File: config.mk
export PLATFORM = sky130hd
export DESIGN_NAME = fsr_info_regs_wdog
export DESIGN_NICKNAME = d
export VERILOG_FILES = /design/src/fsr_pkg.sv /design/src/fsr_info_regs_wdog.sv
export VERILOG_INCLUDE_DIRS = /design/src
export SDC_FILE = /design/constraint.sdc
export NUM_CORES = 1
export LEC_CHECK = 0
export ABC_AREA = 1
export CAP_MARGIN = 40
export CORE_MARGIN = 2
export CORE_UTILIZATION = 33
export DETAILED_ROUTE_END_ITERATION = 6
export DONT_BUFFER_PORTS = 1
export GPL_ROUTABILITY_DRIVEN = 0
export PLACE_DENSITY = 0.45
export SETUP_SLACK_MARGIN = 0.05
export SKIP_CTS_REPAIR_TIMING = 1
export SYNTH_ARGS = -nofsm -noshare
export SYNTH_HDL_FRONTEND = slang
export SYNTH_SLANG_ARGS = --single-unit
File: constraint.sdc
create_clock -name i_clk_sys -period 4.3 [get_ports i_clk_sys]
set_input_delay 0.43 -clock i_clk_sys [delete_from_list [all_inputs] [get_ports i_clk_sys]]
set_output_delay 0.43 -clock i_clk_sys [all_outputs]
set_load 0.02 [all_outputs]
File: src/fsr_consts.svh
`ifndef FSR_CONSTS_SVH
`define FSR_CONSTS_SVH

// ----------------------------------------
// Register word addresses
// ----------------------------------------
`define FSR_A_IN_REG_CNT    16'h1022
`define FSR_A_OUT_REG_CNT   16'h1023
`define FSR_A_IN_BIT_CNT    16'h1024
`define FSR_A_OUT_BIT_CNT   16'h1025
`define FSR_A_IP_METHOD     16'h1028
`define FSR_A_TCP_CONN_CNT  16'h102A
`define FSR_A_SOCK_TIMEOUT  16'h1030
`define FSR_A_HW_ADDR0      16'h1031
`define FSR_A_HW_ADDR1      16'h1032
`define FSR_A_HW_ADDR2      16'h1033
`define FSR_A_RSP_DELAY     16'h1037
`define FSR_A_RUN_STATE     16'h1040
`define FSR_A_WD_CMD        16'h1100
`define FSR_A_WD_STATE      16'h1101
`define FSR_A_WD_TIMEOUT    16'h1102
`define FSR_A_WD_CONFIG     16'h1103
`define FSR_A_WD_MODE       16'h1104
`define FSR_A_CONST_00      16'h2000
`define FSR_A_CONST_01      16'h2001
`define FSR_A_CONST_02      16'h2002
`define FSR_A_CONST_03      16'h2003
`define FSR_A_CONST_04      16'h2004
`define FSR_A_CONST_05      16'h2005
`define FSR_A_CONST_06      16'h2006
`define FSR_A_CONST_07      16'h2007
`define FSR_A_CONST_08      16'h2008
`define FSR_A_FW_REV        16'h2010
`define FSR_A_SERIES        16'h2011
`define FSR_A_DEVICE        16'h2012
`define FSR_A_FW_MAJOR      16'h2013
`define FSR_A_FW_MINOR      16'h2014
`define FSR_A_STACK_VER     16'h2015

// ----------------------------------------
// Constant test patterns
// ----------------------------------------
`define FSR_V_CONST_00      16'h0000
`define FSR_V_CONST_01      16'hFFFF
`define FSR_V_CONST_02      16'h1234
`define FSR_V_CONST_03      16'hAAAA
`define FSR_V_CONST_04      16'h5555
`define FSR_V_CONST_05      16'h7FFF
`define FSR_V_CONST_06      16'h8000
`define FSR_V_CONST_07      16'h3FFF
`define FSR_V_CONST_08      16'h4000

// ----------------------------------------
// Watchdog codes and fields
// ----------------------------------------
`define FSR_CMD_START       16'h5555
`define FSR_CMD_STOP        16'h55AA
`define FSR_CMD_RESET       16'hAAAA
`define FSR_WS_NO_TIMEOUT   16'hFFFF
`define FSR_WS_STOPPED      16'h0000
`define FSR_WS_RUNNING      16'h0001
`define FSR_WS_EXPIRED      16'h0002
`define FSR_MODE_STANDARD   16'h0000
`define FSR_MODE_AUTO_START 16'h0001
`define FSR_CFG_EXPLICIT    0
`define FSR_CFG_STAT_TRIG   1
`define FSR_CFG_CLOSE_TCP   2
`define FSR_CFG_MASK        16'h0007

// ----------------------------------------
// Exception codes
// ----------------------------------------
`define FSR_EXC_NONE        8'h00
`define FSR_EXC_ILL_FUNC    8'h01
`define FSR_EXC_ILL_ADDR    8'h02
`define FSR_EXC_ILL_VALUE   8'h03

// ----------------------------------------
// Timing
// ----------------------------------------
`define FSR_CLK_HZ          125000000
`define FSR_WD_STEP_MS      100
`define FSR_DLY_UNIT_MS     1
`define FSR_WD_STEP_CYC     (`FSR_CLK_HZ / 1000 * `FSR_WD_STEP_MS)
`define FSR_DLY_UNIT_CYC    (`FSR_CLK_HZ / 1000 * `FSR_DLY_UNIT_MS)
`define FSR_RSP_DLY_MAX_MS  16'h0020
`define FSR_MAX_TCP_CONN    1000
`define FSR_TICK_W          24
`define FSR_MS_W            17

`endif

File: src/fsr_pkg.sv
`include "fsr_consts.svh"

package fsr_pkg;

  typedef enum logic [1:0] {
    FSR_WD_NO_TIMEOUT,
    FSR_WD_STOPPED,
    FSR_WD_RUNNING,
    FSR_WD_EXPIRED
  } fsr_wd_e;

  typedef struct packed {
    logic        write;
    logic [15:0] addr;
    logic [15:0] wdata;
  } fsr_req_t;

  typedef struct packed {
    logic [7:0]  exc;
    logic [15:0] data;
  } fsr_rsp_t;

  typedef struct packed {
    logic [15:0] tcp_conn_cnt;
    logic [15:0] ip_method;
    logic [15:0] run_state;
    logic [47:0] hw_addr;
  } fsr_info_t;

  typedef struct packed {
    fsr_wd_e                wd;
    logic                   mode_auto_start;
    logic [15:0]            wd_cfg;
    logic [15:0]            wd_timeout;
    logic [15:0]            wd_steps;
    logic [`FSR_TICK_W-1:0] wd_tick;
    logic [15:0]            sock_timeout;
    logic [15:0]            rsp_delay;
    logic [15:0]            dly_left;
    logic [`FSR_MS_W-1:0]   ms_cnt;
    logic                   rdy;
    logic                   pend;
    logic                   rsp_valid;
    fsr_rsp_t               rsp;
    logic                   close_all;
    logic                   wd_expired;
  } fsr_state_t;

endpackage

File: src/fsr_info_regs_wdog.sv
`timescale 1ns/1ps
`include "fsr_consts.svh"

module fsr_info_regs_wdog
  import fsr_pkg::*;
#(
  parameter logic [15:0] IN_REG_CNT    = 16'h03E8,
  parameter logic [15:0] OUT_REG_CNT   = 16'h03E8,
  parameter logic [15:0] IN_BIT_CNT    = 16'h3E80,
  parameter logic [15:0] OUT_BIT_CNT   = 16'h3E80,
  parameter int          WD_STEP_CYC   = `FSR_WD_STEP_CYC,
  parameter int          DLY_UNIT_CYC  = `FSR_DLY_UNIT_CYC,
  // Identity words: values are arbitrary
  parameter logic [15:0] FW_REV        = 16'h0001,
  parameter logic [15:0] SERIES_CODE   = 16'h0001,
  parameter logic [15:0] DEVICE_CODE   = 16'h0001,
  parameter logic [15:0] FW_MAJOR      = 16'h0001,
  parameter logic [15:0] FW_MINOR      = 16'h0000,
  parameter logic [15:0] STACK_VER     = 16'h0001
) (
  input  wire logic        i_clk_sys,
  input  wire logic        i_nrst,
  input  wire logic        i_req_valid,
  input  wire fsr_req_t    i_req,
  input  wire logic        i_svc_trigger,
  input  wire fsr_info_t   i_info,
  output logic             o_req_ready,
  output logic             o_rsp_valid,
  output fsr_rsp_t         o_rsp,
  output logic [15:0]      o_sock_timeout,
  output logic             o_close_all_conn,
  output logic             o_wd_expired
);

  localparam logic [`FSR_TICK_W-1:0] TICK_LAST = `FSR_TICK_W'(WD_STEP_CYC - 1);
  localparam logic [`FSR_MS_W-1:0]   MS_LAST   = `FSR_MS_W'(DLY_UNIT_CYC - 1);

  fsr_state_t st_r;
  fsr_state_t st_nxt;

  logic        acc;
  logic        trig;
  logic        wr;
  logic [15:0] wd;
  logic [15:0] rdata;
  logic [7:0]  exc;
  logic [15:0] state_code;

  // ----------------------------------------
  // Watchdog state code
  // ----------------------------------------
  always_comb begin
    unique case (st_r.wd)
      FSR_WD_NO_TIMEOUT: state_code = `FSR_WS_NO_TIMEOUT;
      FSR_WD_STOPPED:    state_code = `FSR_WS_STOPPED;
      FSR_WD_RUNNING:    state_code = `FSR_WS_RUNNING;
      FSR_WD_EXPIRED:    state_code = `FSR_WS_EXPIRED;
    endcase
  end

  // ----------------------------------------
  // Next state
  // ----------------------------------------
  always_comb begin
    st_nxt           = st_r;
    st_nxt.rsp_valid = 1'b0;
    st_nxt.close_all = 1'b0;
    acc              = i_req_valid && st_r.rdy;
    wr               = i_req.write;
    wd               = i_req.wdata;
    rdata            = 16'h0000;
    exc              = `FSR_EXC_NONE;
    trig             = 1'b0;

    // ----------------------------------------
    // Timeout countdown while running
    // ----------------------------------------
    if (st_r.wd == FSR_WD_RUNNING) begin
      if (st_r.wd_tick == TICK_LAST) begin
        st_nxt.wd_tick = '0;
        if (st_r.wd_steps + 16'h0001 >= st_r.wd_timeout) begin
          st_nxt.wd        = FSR_WD_EXPIRED;
          st_nxt.close_all = st_r.wd_cfg[`FSR_CFG_CLOSE_TCP];
        end else begin
          st_nxt.wd_steps = st_r.wd_steps + 16'h0001;
        end
      end else begin
        st_nxt.wd_tick = st_r.wd_tick + `FSR_TICK_W'(1);
      end
    end

    if (acc) begin
      unique case (i_req.addr)
        `FSR_A_IN_REG_CNT:   rdata = IN_REG_CNT;
        `FSR_A_OUT_REG_CNT:  rdata = OUT_REG_CNT;
        `FSR_A_IN_BIT_CNT:   rdata = IN_BIT_CNT;
        `FSR_A_OUT_BIT_CNT:  rdata = OUT_BIT_CNT;
        `FSR_A_IP_METHOD:    rdata = i_info.ip_method;
        `FSR_A_TCP_CONN_CNT: rdata = i_info.tcp_conn_cnt;
        `FSR_A_HW_ADDR0:     rdata = i_info.hw_addr[47:32];
        `FSR_A_HW_ADDR1:     rdata = i_info.hw_addr[31:16];
        `FSR_A_HW_ADDR2:     rdata = i_info.hw_addr[15:0];
        `FSR_A_RUN_STATE:    rdata = i_info.run_state;
        `FSR_A_WD_STATE:     rdata = state_code;
        `FSR_A_CONST_00:     rdata = `FSR_V_CONST_00;
        `FSR_A_CONST_01:     rdata = `FSR_V_CONST_01;
        `FSR_A_CONST_02:     rdata = `FSR_V_CONST_02;
        `FSR_A_CONST_03:     rdata = `FSR_V_CONST_03;
        `FSR_A_CONST_04:     rdata = `FSR_V_CONST_04;
        `FSR_A_CONST_05:     rdata = `FSR_V_CONST_05;
        `FSR_A_CONST_06:     rdata = `FSR_V_CONST_06;
        `FSR_A_CONST_07:     rdata = `FSR_V_CONST_07;
        `FSR_A_CONST_08:     rdata = `FSR_V_CONST_08;
        `FSR_A_FW_REV:       rdata = FW_REV;
        `FSR_A_SERIES:       rdata = SERIES_CODE;
        `FSR_A_DEVICE:       rdata = DEVICE_CODE;
        `FSR_A_FW_MAJOR:     rdata = FW_MAJOR;
        `FSR_A_FW_MINOR:     rdata = FW_MINOR;
        `FSR_A_STACK_VER:    rdata = STACK_VER;
        `FSR_A_SOCK_TIMEOUT: begin
          rdata = st_r.sock_timeout;
          if (wr) begin
            st_nxt.sock_timeout = wd;
          end
        end
        `FSR_A_RSP_DELAY: begin
          rdata = st_r.rsp_delay;
          if (wr) begin
            if (wd > `FSR_RSP_DLY_MAX_MS) begin
              exc = `FSR_EXC_ILL_VALUE;
            end else begin
              st_nxt.rsp_delay = wd;
            end
          end
        end
        `FSR_A_WD_CONFIG: begin
          rdata = st_r.wd_cfg;
          if (wr) begin
            st_nxt.wd_cfg = wd & `FSR_CFG_MASK;
          end
        end
        `FSR_A_WD_MODE: begin
          rdata = st_r.mode_auto_start ? `FSR_MODE_AUTO_START : `FSR_MODE_STANDARD;
          if (wr) begin
            if (wd == `FSR_MODE_STANDARD) begin
              st_nxt.mode_auto_start = 1'b0;
              if (st_r.mode_auto_start && st_r.wd_timeout != 16'h0000) begin
                st_nxt.wd = FSR_WD_STOPPED;
              end
            end else if (wd == `FSR_MODE_AUTO_START) begin
              st_nxt.mode_auto_start = 1'b1;
              if (st_r.wd_timeout != 16'h0000 && st_r.wd != FSR_WD_EXPIRED) begin
                st_nxt.wd = FSR_WD_RUNNING;
              end
            end else begin
              exc = `FSR_EXC_ILL_VALUE;
            end
          end
        end
        `FSR_A_WD_TIMEOUT: begin
          rdata = st_r.wd_timeout;
          if (wr) begin
            if (st_r.wd == FSR_WD_RUNNING) begin
              exc = `FSR_EXC_ILL_FUNC;
            end else begin
              st_nxt.wd_timeout = wd;
              if (wd == 16'h0000) begin
                st_nxt.wd = FSR_WD_NO_TIMEOUT;
              end else if (st_r.mode_auto_start) begin
                st_nxt.wd = FSR_WD_RUNNING;
              end else if (st_r.wd == FSR_WD_NO_TIMEOUT) begin
                st_nxt.wd = FSR_WD_STOPPED;
              end
            end
          end
        end
        `FSR_A_WD_CMD: begin
          rdata = 16'h0000;
          if (wr) begin
            if (st_r.wd == FSR_WD_NO_TIMEOUT) begin
              exc = `FSR_EXC_ILL_VALUE;
            end else if (wd == `FSR_CMD_START) begin
              if (st_r.wd == FSR_WD_EXPIRED && !st_r.mode_auto_start) begin
                exc = `FSR_EXC_ILL_FUNC;
              end else begin
                st_nxt.wd = FSR_WD_RUNNING;
                trig      = 1'b1;
              end
            end else if (wd == `FSR_CMD_STOP) begin
              if (st_r.mode_auto_start) begin
                exc = `FSR_EXC_ILL_VALUE;
              end else if (st_r.wd == FSR_WD_EXPIRED) begin
                exc = `FSR_EXC_ILL_FUNC;
              end else begin
                st_nxt.wd = FSR_WD_STOPPED;
              end
            end else if (wd == `FSR_CMD_RESET) begin
              if (st_r.wd == FSR_WD_EXPIRED && !st_r.mode_auto_start) begin
                st_nxt.wd = FSR_WD_STOPPED;
              end else begin
                exc = `FSR_EXC_ILL_VALUE;
              end
            end else begin
              exc = `FSR_EXC_ILL_VALUE;
            end
          end
        end
        default: begin
          exc = `FSR_EXC_ILL_ADDR;
        end
      endcase

      // ----------------------------------------
      // Writes to read-only words are refused unchanged
      // ----------------------------------------
      if (wr && exc == `FSR_EXC_NONE) begin
        unique case (i_req.addr)
          `FSR_A_SOCK_TIMEOUT, `FSR_A_RSP_DELAY, `FSR_A_WD_CONFIG,
          `FSR_A_WD_MODE, `FSR_A_WD_TIMEOUT, `FSR_A_WD_CMD: ;
          default: exc = `FSR_EXC_ILL_ADDR;
        endcase
      end
      if (!wr && i_req.addr == `FSR_A_WD_CMD) begin
        exc = `FSR_EXC_ILL_ADDR;
      end

      // ----------------------------------------
      // Valid requests retrigger unless explicit mode; watchdog state reads only with the status trigger bit set
      // ----------------------------------------
      if (exc == `FSR_EXC_NONE && !st_r.wd_cfg[`FSR_CFG_EXPLICIT]) begin
        if (wr || i_req.addr != `FSR_A_WD_STATE || st_r.wd_cfg[`FSR_CFG_STAT_TRIG]) begin
          trig = 1'b1;
        end
      end

      // ----------------------------------------
      // Response capture, held for the programmed delay
      // ----------------------------------------
      st_nxt.rsp.data = (exc == `FSR_EXC_NONE) ? rdata : 16'h0000;
      st_nxt.rsp.exc  = exc;
      st_nxt.ms_cnt   = '0;
      if (st_r.rsp_delay == 16'h0000) begin
        st_nxt.rsp_valid = 1'b1;
      end else begin
        st_nxt.dly_left = st_r.rsp_delay;
        st_nxt.pend     = 1'b1;
        st_nxt.rdy      = 1'b0;
      end
    end else if (st_r.pend) begin
      if (st_r.ms_cnt == MS_LAST) begin
        st_nxt.ms_cnt = '0;
        if (st_r.dly_left == 16'h0001) begin
          st_nxt.pend      = 1'b0;
          st_nxt.rdy       = 1'b1;
          st_nxt.rsp_valid = 1'b1;
        end else begin
          st_nxt.dly_left = st_r.dly_left - 16'h0001;
        end
      end else begin
        st_nxt.ms_cnt = st_r.ms_cnt + `FSR_MS_W'(1);
      end
    end

    // ----------------------------------------
    // Other services retrigger as well
    // ----------------------------------------
    if (i_svc_trigger && !st_r.wd_cfg[`FSR_CFG_EXPLICIT]) begin
      trig = 1'b1;
    end

    // ----------------------------------------
    // Trigger restarts the watchdog; a trigger in the expiry cycle wins
    // ----------------------------------------
    if (trig) begin
      if (st_nxt.wd == FSR_WD_RUNNING || st_nxt.wd == FSR_WD_EXPIRED) begin
        if (st_r.wd == FSR_WD_RUNNING || st_r.mode_auto_start ||
            st_nxt.wd == FSR_WD_RUNNING) begin
          if (st_nxt.wd == FSR_WD_RUNNING || st_r.mode_auto_start ||
              st_r.wd == FSR_WD_RUNNING) begin
            st_nxt.wd        = FSR_WD_RUNNING;
            st_nxt.close_all = 1'b0;
          end
        end
      end
    end
    if (st_nxt.wd == FSR_WD_RUNNING && (trig || st_r.wd != FSR_WD_RUNNING)) begin
      st_nxt.wd_tick  = '0;
      st_nxt.wd_steps = 16'h0000;
    end
    st_nxt.wd_expired = (st_nxt.wd == FSR_WD_EXPIRED);
  end

  // ----------------------------------------
  // State register
  // ----------------------------------------
  always_ff @(posedge i_clk_sys) begin
    if (!i_nrst) begin
      st_r     <= '0;
      st_r.wd  <= FSR_WD_NO_TIMEOUT;
      st_r.rdy <= 1'b1;
    end else begin
      st_r <= st_nxt;
    end
  end

  assign o_req_ready      = st_r.rdy;
  assign o_rsp_valid      = st_r.rsp_valid;
  assign o_rsp            = st_r.rsp;
  assign o_sock_timeout   = st_r.sock_timeout;
  assign o_close_all_conn = st_r.close_all;
  assign o_wd_expired     = st_r.wd_expired;

endmodule

==> metrics.txt, run 1 <==
outcome=complete, no violations; vias after detailed routing=9719; delay-heaviest family, CP=simple AND/OR/NAND/NOR gates; Worst Path Max Fanout=42; DIE WIDTH=roughly 180 µm; Rows=62; full die area=between 30000 and 40000 µm²; Avg Inst Size Synth=6.56 µm²; final hold violations=0; total track usage=between 20 and 25%; share of Yosys cell area claimed by the top area cell type=30.8%; clock sinks=150; CTS buffer count=17; Crit path top cell by count=nand3_1; largest net degree at the start of global routing=slightly above 60; HP Class=in -> reg; Synthesis Warnings=0; dominant synthesized flop cell=dfxtp_1; GR Util met3=6.48%; Final Max Slew Viols=0; number of synthesized flops with an enable pin=0; die height=~180 µm; RSZ-0062 raised after global routing=false; Cells after Synth=around 1500; Max Freq=between 200 and 300 MHz; H-tree level count=4; met1 usage=between 20 and 30%; VDD IR max=~0.28 mV; max_slew headroom=between 40% and 50%; Buffers on Ports=0; critical path, cell by cell=ha_1, nand3_1, inv_1, nand3_1, nor2_1, nand2_1, nor3_2, nand3_1, xor2_1, ha_1, nand4_1, nor3_1, nand3_1, nand3_1, nand2_1, nand2_1, nand2_1, a21oi_1, nor2_1, nor2_2, nand2_8, a21oi_1; critical path type=reg -> reg; CP endpoint kind=flip-flop; First DRT Iteration DRCs=~690; global-route wire length before repair=between 50000 and 60000 µm; DRT Pass-1 Iters=7; CTS tree=done; Synth area leaders=dfxtp_1, nand2_1, inv_1; CP Data Required Time=4.66 ns; HPWL Detailed=between 20000 and 30000 µm; final wirelength=approximately 35000 µm; fillers=around 3200; type of origin of the critical path=flip-flop; met2 usage=between 30% and 40%; area delta synth->final=7.64%; Commonest cells post-synth=nand2_1, inv_1, nor2_1; Via density=5.28; Data arrival, critical path=~4.1 ns; DRC=0; Routed wire per std cell=around 19 µm; most frequent cell after synthesis=nand2_1; ys async rst share=0%; Syn Std Cell Area=9760 µm²; grt total ovfl=0; Crit path buffers/inverters=1; sequential area share after synthesis=between 30% and 40%; dominant cell type by area after synthesis=dfxtp_1; CP max stage cell=dfxtp_1; Sum Neg Setup Slack=0 ns; CTS Buffer Depth=2; number of setup violations in the final report=0; Leak Pwr=4.27 nW; Slew @ Worst Pin=around 0.79 ns; Yosys cell types=55; clock slew at the register clock pins of the worst setup and hold paths=about 0.070 ns; vias in the first global route=around 9300; fraction of layout cells with a size suffix above 1=under 10%; antenna violations before repair=3; Core Area=28900 µm²; IO Pins=177; clock root cell=clkbuf_16; Crit path largest cell delay=0.40 ns; Routed Antenna Nets=0; Worst-Skew Late Latency=0.44 ns; nets=approximately 1600; Tcrit/Tclk final=between 80% and 90%; Max Cap Violations=0; Final Power=around 0.0032 W; layer with the highest usage=met2; Initial Util=33.7%; Final Skew=0.0135 ns; #FFs+latches synth=150; power density cells=306 nW/µm²; min cycle time layout=3.74 ns
==> flip-flops by register name (all words and copies together), names as in the netlist <==
name              cells
st_r                112
o_sock_timeout       16
o_req_ready           1
o_rsp_valid           1
o_wd_expired          1
o_close_all_conn      1
o_rsp                18
==> cells by family after synthesis <==
kind of cell / after synthesis / synth area share, %
buffers and inverters: 292 / 13.6
XOR/XNOR: 21 / 1.88
other: 1 / 0.0384
multiplexers: 4 / 0.410
adder cells (fa/ha/maj): 25 / 3.21
AND/OR/NAND/NOR: 665 / 30.3
AO/OA/AOI/OAI: 329 / 19.8
flip-flops: 150 / 30.8
==> cell type report <==
| type | count | area (µm²) | area share (%) |
|---|---|---|---|
| Antenna cell | 1 | 2.50 | 0.0238 |
| Timing Repair Buffer | 15 | 125 | 1.19 |
| Clock inverter | 13 | 195 | 1.86 |
| Sequential cell | 150 | 3000 | 28.6 |
| Multi-Input combinational cell | 1050 | 5470 | 52.0 |
| Inverter | 210 | 788 | 7.50 |
| Tap cell | 384 | 480 | 4.57 |
| Clock buffer | 19 | 443 | 4.22 |
==> cells in the final DEF, fill, tap and decap left out, types with 8 or more instances in the layout <==
master     synthesis  routed
dfxtp_1          150     150
clkbuf_16          0      17
nand3_1           99      99
a22o_1            12      12
o211ai_1           8       8
buf_4             41      14
a221oi_1          13      13
o21ai_0          118     118
nand2_1          269     269
nor4_1            16      16
a21oi_1          115     115
nor3_1            40      38
a31oi_1            8       8
nor2_2            10      10
a211oi_1          21      21
nand4_1           30      30
xor2_1            19      19
inv_1            203     203
nor2_1           170     170
ha_1              25      25
==> worst register-to-register path: stages (launching register included) <==
cell and delay [ns]:
dfxtp_1 0.40, ha_1 0.21, nand3_1 0.12, inv_1 0.09, nand3_1 0.11, nor2_1 0.12, nand2_1 0.10, nor3_2 0.17
nand3_1 0.12, xor2_1 0.17, ha_1 0.30, nand4_1 0.11, nor3_1 0.25, nand3_1 0.16, nand3_1 0.17, nand2_1 0.09
nand2_1 0.11, nand2_1 0.05, a21oi_1 0.12, nor2_1 0.07, nor2_2 0.19, nand2_8 0.22, a21oi_1 0.23
==> per-layer routing <==
layer / routed length, µm / part of all wire, %
met5: 32 / 0.092
met2: 16000 / 46
met1: 15500 / 45
met3: 2390 / 6.8
met4: 945 / 2.7
==> where the power goes <==
group | switching (W) | internal, W
logic | 0.000111 | 0.0000413
registers | 0.00000910 | 0.00140
clock network | 0.000657 | 0.000995
==> final timing paths <==
| kind | startpoint | to | slack, ns | cells past startpoint |
|---|---|---|---|---|
| setup / recovery | st_r[118]$_SDFFE_PP0P_ | st_r[114]$_SDFFE_PP0P_ | 0.56 | 22 |
| hold / removal | i_nrst | o_req_ready$_SDFFE_PN1P_ | 0.1 | 1 |
| hold reg to reg | st_r[44]$_SDFFE_PP0P_ | st_r[44]$_SDFFE_PP0P_ | 0.44 | 2 |
| setup reg to reg | st_r[118]$_SDFFE_PP0P_ | st_r[114]$_SDFFE_PP0P_ | 0.56 | 22 |
==> stage by stage <==
step           hold WS [ns]  cells  area (µm²)  utilization [%]  worst slack (ns)
2_1_floorplan         0.423   1492        9780                -              1.15
3_3_place_gp          0.441   1808        9830             34.0             0.594
3_5_place_dp          0.436   1809        9850             34.0             0.458
4_1_cts              0.0710   1841       10500             36.2             0.413
5_1_grt              0.0710   1841       10500             36.3            0.0922
6_report             0.0980   1842       10500             36.3             0.557
Power figures use the tool's default switching activity.
==> run 2, diff against run 1 <==
--- a/config.mk
+++ b/config.mk
@@ -14,6 +14,7 @@
 export DONT_BUFFER_PORTS = 1
 export GPL_ROUTABILITY_DRIVEN = 0
 export PLACE_DENSITY = 0.45
+export REMOVE_ABC_BUFFERS = 1
 export SETUP_SLACK_MARGIN = 0.05
 export SKIP_CTS_REPAIR_TIMING = 1
 export SYNTH_ARGS = -nofsm -noshare
==> run 2 against run 1 <==
Register-to-register slack is essentially flat. Utilization is 0.18 points lower. Maximum frequency is essentially flat. Largest cell class unchanged. Highest routed layer is now met4.
==> metrics.txt, run 2 (synthesized netlist as in run 1, its figures left out) <==
HPWL Detailed=26800 µm (-1.1%); max_slew headroom=45.8% (-1.5 points); full die area=31000 µm² (unchanged); HP Class=in -> reg; worst slack, placed=0.443 ns (-0.0151 ns); largest net degree at the start of global routing=61 (unchanged); First DRT Iteration DRCs=689 (+0.44%); nets=1605 (+0.19%); vias in the first global route=9090 (-2.1%); most common cell after layout, fill and taps aside=nand2_1; grt total ovfl=0 (unchanged); Via density=5.26 (-0.24%); worst reg2reg path endpoint=st_r[118]$_SDFFE_PP0P_; Worst Path Max Fanout=21 (-50%); Routed wire per std cell=19.1 µm (+0.98%); Slew @ Worst Pin=0.812 ns (+0.0254 ns); fillers=3172 (+0.19%); DRT Pass-1 Iters=5 (-2); Worst Hold Launch=i_nrst; DRC=0 (unchanged); total track usage=22.7% (-0.26 points); Leak Pwr=4.25 nW (-0.52%); Max Cap Violations=0 (unchanged); antenna violations before repair=2 (-1); vias after detailed routing=9717 (-0.021%); RR Startpoint=st_r[118]$_SDFFE_PP0P_; Top reg by flops=st_r; CTS Buffer Depth=2 (unchanged); R2R Setup Slk=0.56 ns (about the same); die height=176 µm (unchanged); clock group share of total power=48.1% (-3.4 points); IO Pins=177 (unchanged); number of setup violations in the final report=0 (unchanged); CP endpoint kind=flip-flop; commonest non-fill, non-tap cells in the layout=nand2_1, inv_1, nor2_1; Core Area=28900 µm² (unchanged); min cycle time layout=3.74 ns (-0.00161 ns); Crit path top cell by count=nand3_1; VDD IR max=0.252 mV (-10%); RSZ-0062 raised after global routing=false; Reg power frac=46.8% (+3.0 points); Sw Pwr=0.000815 W (+4.9%); CP Data Required Time=4.67 ns (about the same); end point of the worst hold path=o_req_ready$_SDFFE_PN1P_; CTS tree=done; Setup WS post-layout=0.559 ns (+0.00161 ns); internal power=0.00219 W (-9.9%); Routed Antenna Nets=0 (unchanged); Final Max Slew Viols=0 (unchanged); DIE WIDTH=176 µm (unchanged); Sw Ratio=27.1% (+2.9 points); clock root cell=clkbuf_16; critical path, cell by cell=ha_1, nand3_1, inv_1, nand3_1, nor2_1, nand2_1, nor3_1, nand3_1, xor2_1, ha_1, nand4_1, nor3_1, nand3_1, nand3_1, nand2_1, nand2_1, nand2_1, a21oi_1, nor2_1, nor2_4, nand2_8, a21oi_1; outcome=complete, no violations; power density cells=288 nW/µm² (-5.9%); Max Freq=267 MHz (about the same); Crit path largest cell delay=0.39 ns (about the same); final wirelength=35300 µm (+1.2%); Initial Util=33.7% (unchanged); CTS buffer count=17 (unchanged); clock slew at the register clock pins of the worst setup and hold paths=0.07 ns (about the same); clock sinks=150 (unchanged); fraction of layout cells with a size suffix above 1=6.03% (+0.19 points); Final Skew=0.0118 ns (-0.00164 ns); type of origin of the critical path=flip-flop; Logic pwr share=5.1% (+0.4 points); Final Power=0.00301 W (-6.3%); Core Util, Final=36.1% (-0.18 points); critical path type=reg -> reg; Buffers on Ports=0 (unchanged); area delta synth->final=7.10%; final hold violations=0 (unchanged); global-route wire length before repair=53700 µm (-1.5%); CP max stage cell=dfxtp_1; Hold Crit Depth=1 (unchanged); Worst R2R Path Depth=22 (unchanged); Worst-Skew Late Latency=0.44 ns (about the same); Tcrit/Tclk final=87.0% (about the same); Rows=62 (unchanged); Data arrival, critical path=4.11 ns (about the same); max FFs per register=112 (unchanged); Sum Neg Setup Slack=0 ns (unchanged); H-tree level count=4 (unchanged)
[run 2: cell count changes in the layout (fill, tap and decap cells not counted), sizes merged]
cell | previous run | this run
clkinv | 8 | 9
inv | 208 | 212
buf | 15 | 17
diode | 1 | 2
nand2 | 273 | 274
bufinv | 4 | 0
clkbuf | 19 | 18
[run 2: layer usage]
layer,routed length (µm),share of wire [%],global-route usage (%),vias to the layer above
li1,-,-,-,4861
met3,2720,7.7,6.76,36
met1,16200,46,30.1,4518
met4,638,1.8,5.92,0
met2,15800,45,35.9,302
met5,0,0,0,-
[run 2: power groups by stage]
stage,Combinational (W),Clock [W],Sequential (W)
floorplan,0.000109,0,0.00144
global placement,0.000151,0,0.00144
detailed placement,0.000153,0,0.00144
CTS,0.000154,0.00148,0.00141
global route,0.000176,0.00155,0.00141
finish,0.000155,0.00145,0.00141
[run 2: how the worst max path moves through the flow]
stage                      startpoint                      to
2_1_floorplan               i_req[31]  st_r[142]$_SDFFE_PN0P_
5_1_grt        st_r[118]$_SDFFE_PP0P_  st_r[107]$_SDFFE_PP0P_
6_report       st_r[118]$_SDFFE_PP0P_  st_r[118]$_SDFFE_PP0P_
3_5_place_dp   st_r[118]$_SDFFE_PP0P_  st_r[102]$_SDFFE_PP0P_
3_3_place_gp   st_r[118]$_SDFFE_PP0P_   st_r[95]$_SDFFE_PP0P_
4_1_cts        st_r[118]$_SDFFE_PP0P_  st_r[118]$_SDFFE_PP0P_
[run 2: stage by stage]
stage,hold slack (ns),instance area (µm²),instances
2_1_floorplan,0.423,9240,1410
3_3_place_gp,0.436,9850,1810
3_5_place_dp,0.442,9870,1811
4_1_cts,0.0615,10400,1843
5_1_grt,0.0727,10500,1846
6_report,0.0715,10500,1846
[run 2: cell type report]
cell class,count,area (µm²),share of cell area [%]
Clock buffer,18,429,4.11
Sequential cell,150,3000,28.7
Multi-Input combinational cell,1051,5490,52.5
Timing Repair Buffer,17,140,1.34
Inverter,210,788,7.54
Tap cell,384,480,4.60
Clock inverter,14,116,1.11
Antenna cell,2,5.00,0.0479
[run 2: critical path, delay by kind of cell, from the launching register on]
family,cells,cell delay (ns)
simple gates,16,2.19
fa+ha+maj,2,0.50
flops,1,0.39
compound gates,2,0.29
xor+xnor,1,0.18
buf+inv,1,0.09
==> run 3, diff against run 2 <==
--- a/config.mk
+++ b/config.mk
@@ -7,13 +7,15 @@
 export NUM_CORES = 1
 export LEC_CHECK = 0
 export ABC_AREA = 1
-export CAP_MARGIN = 40
+export CAP_MARGIN = 20
+export CELL_PAD_IN_SITES_DETAIL_PLACEMENT = 1
+export CELL_PAD_IN_SITES_GLOBAL_PLACEMENT = 2
 export CORE_MARGIN = 2
 export CORE_UTILIZATION = 33
 export DETAILED_ROUTE_END_ITERATION = 6
 export DONT_BUFFER_PORTS = 1
 export GPL_ROUTABILITY_DRIVEN = 0
-export PLACE_DENSITY = 0.45
+export PLACE_DENSITY = 0.75
 export REMOVE_ABC_BUFFERS = 1
 export SETUP_SLACK_MARGIN = 0.05
 export SKIP_CTS_REPAIR_TIMING = 1
==> run 3 against run 2 <==
Critical path depth unchanged. Sequential power about the same. Final cell count decreased by 0.11%. Maximum frequency increased by 1.8%. Register-to-register slack improved by 0.06 ns. Sequential cell count unchanged. Critical path type unchanged. Clock-buffer cell count increased by 1. Non-clock buffer count unchanged. Sequential share of layout area decreased by 0.30 points.
==> metrics.txt, run 3 (synthesized netlist as in run 1, its figures left out) <==
outcome=complete, no violations; Max Used Layer=met4; final wirelength=37500 µm (+6.2%); fraction of layout cells with a size suffix above 1=6.16% (+0.14 points); full die area=31000 µm² (unchanged); RSZ-0062 raised after global routing=false; most common cell after layout, fill and taps aside=nand2_1; DIE WIDTH=176 µm (unchanged); HPWL Detailed=29000 µm (+8.0%); CTS tree=done; number of setup violations in the final report=0 (unchanged); H-tree level count=4 (unchanged); nets=1605 (unchanged); internal power=0.00249 W (+14%); VDD IR max=0.230 mV (-8.7%); type of origin of the critical path=flip-flop; WL met3=1950 µm (-28%); Inserted Diodes=0 (-2); clock group share of total power=52.7% (+4.6 points); Initial Util=33.7% (unchanged); clock sinks=150 (unchanged); CP endpoint kind=flip-flop; clock root cell=clkbuf_16; vias after detailed routing=9921 (+2.1%); Max Freq=272 MHz (+1.8%); Tcrit/Tclk final=85.5% (-1.5 points); Final Max Slew Viols=0 (unchanged); DRC=0 (unchanged); Logic pwr share=4.8% (-0.3 points); Reg power frac=42.6% (-4.2 points); Core Util, Final=36.5% (+0.38 points); area delta synth->final=8.22%; Via density=5.38 (+2.2%); max_slew headroom=38.9% (-6.9 points); Leak Pwr=4.30 nW (+1.3%); min cycle time layout=3.68 ns (-0.0650 ns); Setup WS post-layout=0.624 ns (+0.0650 ns); clock slew at the register clock pins of the worst setup and hold paths=0.07 ns (about the same); Core Area=28900 µm² (unchanged); Routed wire per std cell=20.3 µm (+6.3%); antenna violations before repair=0 (-2); Max Cap Violations=0 (unchanged); IO Pins=177 (unchanged); grt total ovfl=0 (unchanged); Buffers on Ports=0 (unchanged); Worst-Skew Late Latency=0.44 ns (about the same); max FFs per register=112 (unchanged); WL met2=17400 µm (+10%); Sum Neg Setup Slack=0 ns (unchanged); total track usage=24.4% (+1.8 points); Sw Pwr=0.000811 W (-0.51%); CTS buffer count=17 (unchanged); Rows=62 (unchanged); CTS Buffer Depth=2 (unchanged); die height=176 µm (unchanged); Slew @ Worst Pin=0.915 ns (+0.103 ns); DRT Pass-1 Iters=4 (-1); HP Class=in -> reg; final hold violations=0 (unchanged); Data arrival, critical path=4.04 ns (-0.07 ns); First DRT Iteration DRCs=537 (-22%); power density cells=313 nW/µm² (+8.7%); worst slack, placed=0.385 ns (-0.0584 ns); global-route wire length before repair=58500 µm (+9.0%); commonest non-fill, non-tap cells in the layout=nand2_1, inv_1, nor2_1; vias in the first global route=10187 (+12%); Final Skew=0.0150 ns (+0.00320 ns); Worst Path Max Fanout=21 (unchanged); critical path type=reg -> reg; Sw Ratio=24.5% (-2.6 points); Top reg by flops=st_r; largest net degree at the start of global routing=61 (unchanged); CP Data Required Time=4.66 ns (about the same); Routed Antenna Nets=0 (unchanged); WL met1=17500 µm (+8.3%)
==> run 3: cell count changes in the layout (fill, tap and decap cells not counted) <==
cell | before | now
bufinv_16 | 0 | 5
clkinv_2 | 2 | 0
clkinv_4 | 2 | 4
clkinvlp_4 | 3 | 1
diode_2 | 2 | 0
inv_6 | 5 | 3
inv_8 | 2 | 0
nor3_1 | 39 | 37
nor3_2 | 3 | 5
buf_12 | 1 | 0
buf_4 | 16 | 17
clkbuf_8 | 0 | 1
==> run 3: final timing paths <==
kind         depth (start not counted)                       end  slack [ns]                    from
min reg2reg                          2     st_r[44]$_SDFFE_PP0P_        0.45   st_r[44]$_SDFFE_PP0P_
max reg2reg                         22     st_r[95]$_SDFFE_PP0P_        0.62  st_r[118]$_SDFFE_PP0P_
min                                  1  o_req_ready$_SDFFE_PN1P_        0.12                  i_nrst
max                                 22     st_r[95]$_SDFFE_PP0P_        0.62  st_r[118]$_SDFFE_PP0P_
==> run 3: routing by layer <==
layer / vias up / GRT usage, %
li1: 4865 / -
met1: 4815 / 32.0
met2: 205 / 40.4
met3: 36 / 5.62
met4: 0 / 6.47
met5: - / 0
==> run 3: through the flow <==
step | power, W | cell area, µm² | hold WS [ns] | instances
6_report | 0.00331 | 10600 | 0.119 | 1844
5_1_grt | 0.00342 | 10600 | 0.0962 | 1844
4_1_cts | 0.00334 | 10500 | 0.0808 | 1843
3_5_place_dp | 0.00160 | 9860 | 0.445 | 1811
3_3_place_gp | 0.00159 | 9860 | 0.436 | 1811
2_1_floorplan | 0.00154 | 9240 | 0.423 | 1410
==> run 3: final cells by class <==
class                   count  area (µm²)
inverters                 210         788
well taps                 384         480
fillers                  3768       18400
clock inverters            13         219
clock buffers              19         443
multi-input cells        1051        5500
flip-flops and latches    150        3000
repair buffers             17         128
==> run 3: power groups by stage <==
stage / Clock, W / Combinational (W) / Sequential, W
final: 0.00174 / 0.000158 / 0.00141
after global routing: 0.00184 / 0.000177 / 0.00141
after CTS: 0.00178 / 0.000158 / 0.00141
after detailed placement: 0 / 0.000156 / 0.00144
after global placement: 0 / 0.000154 / 0.00144
after floorplan: 0 / 0.000109 / 0.00144
==> run 3: critical path: stages (launching register included) <==
cell and delay [ns]:
dfxtp_1 0.41, ha_1 0.21, nand3_1 0.12, inv_1 0.09
nand3_1 0.11, nor2_1 0.11, nand2_1 0.09, nor3_2 0.17
nand3_1 0.12, xor2_1 0.18, ha_1 0.30, nand4_1 0.12
nor3_2 0.16, nand3_1 0.13, nand3_1 0.15, nand2_1 0.09
nand2_1 0.12, nand2_1 0.07, a21oi_1 0.13, nor2_1 0.09
nor2_4 0.26, nand2_8 0.20, a21oi_1 0.17
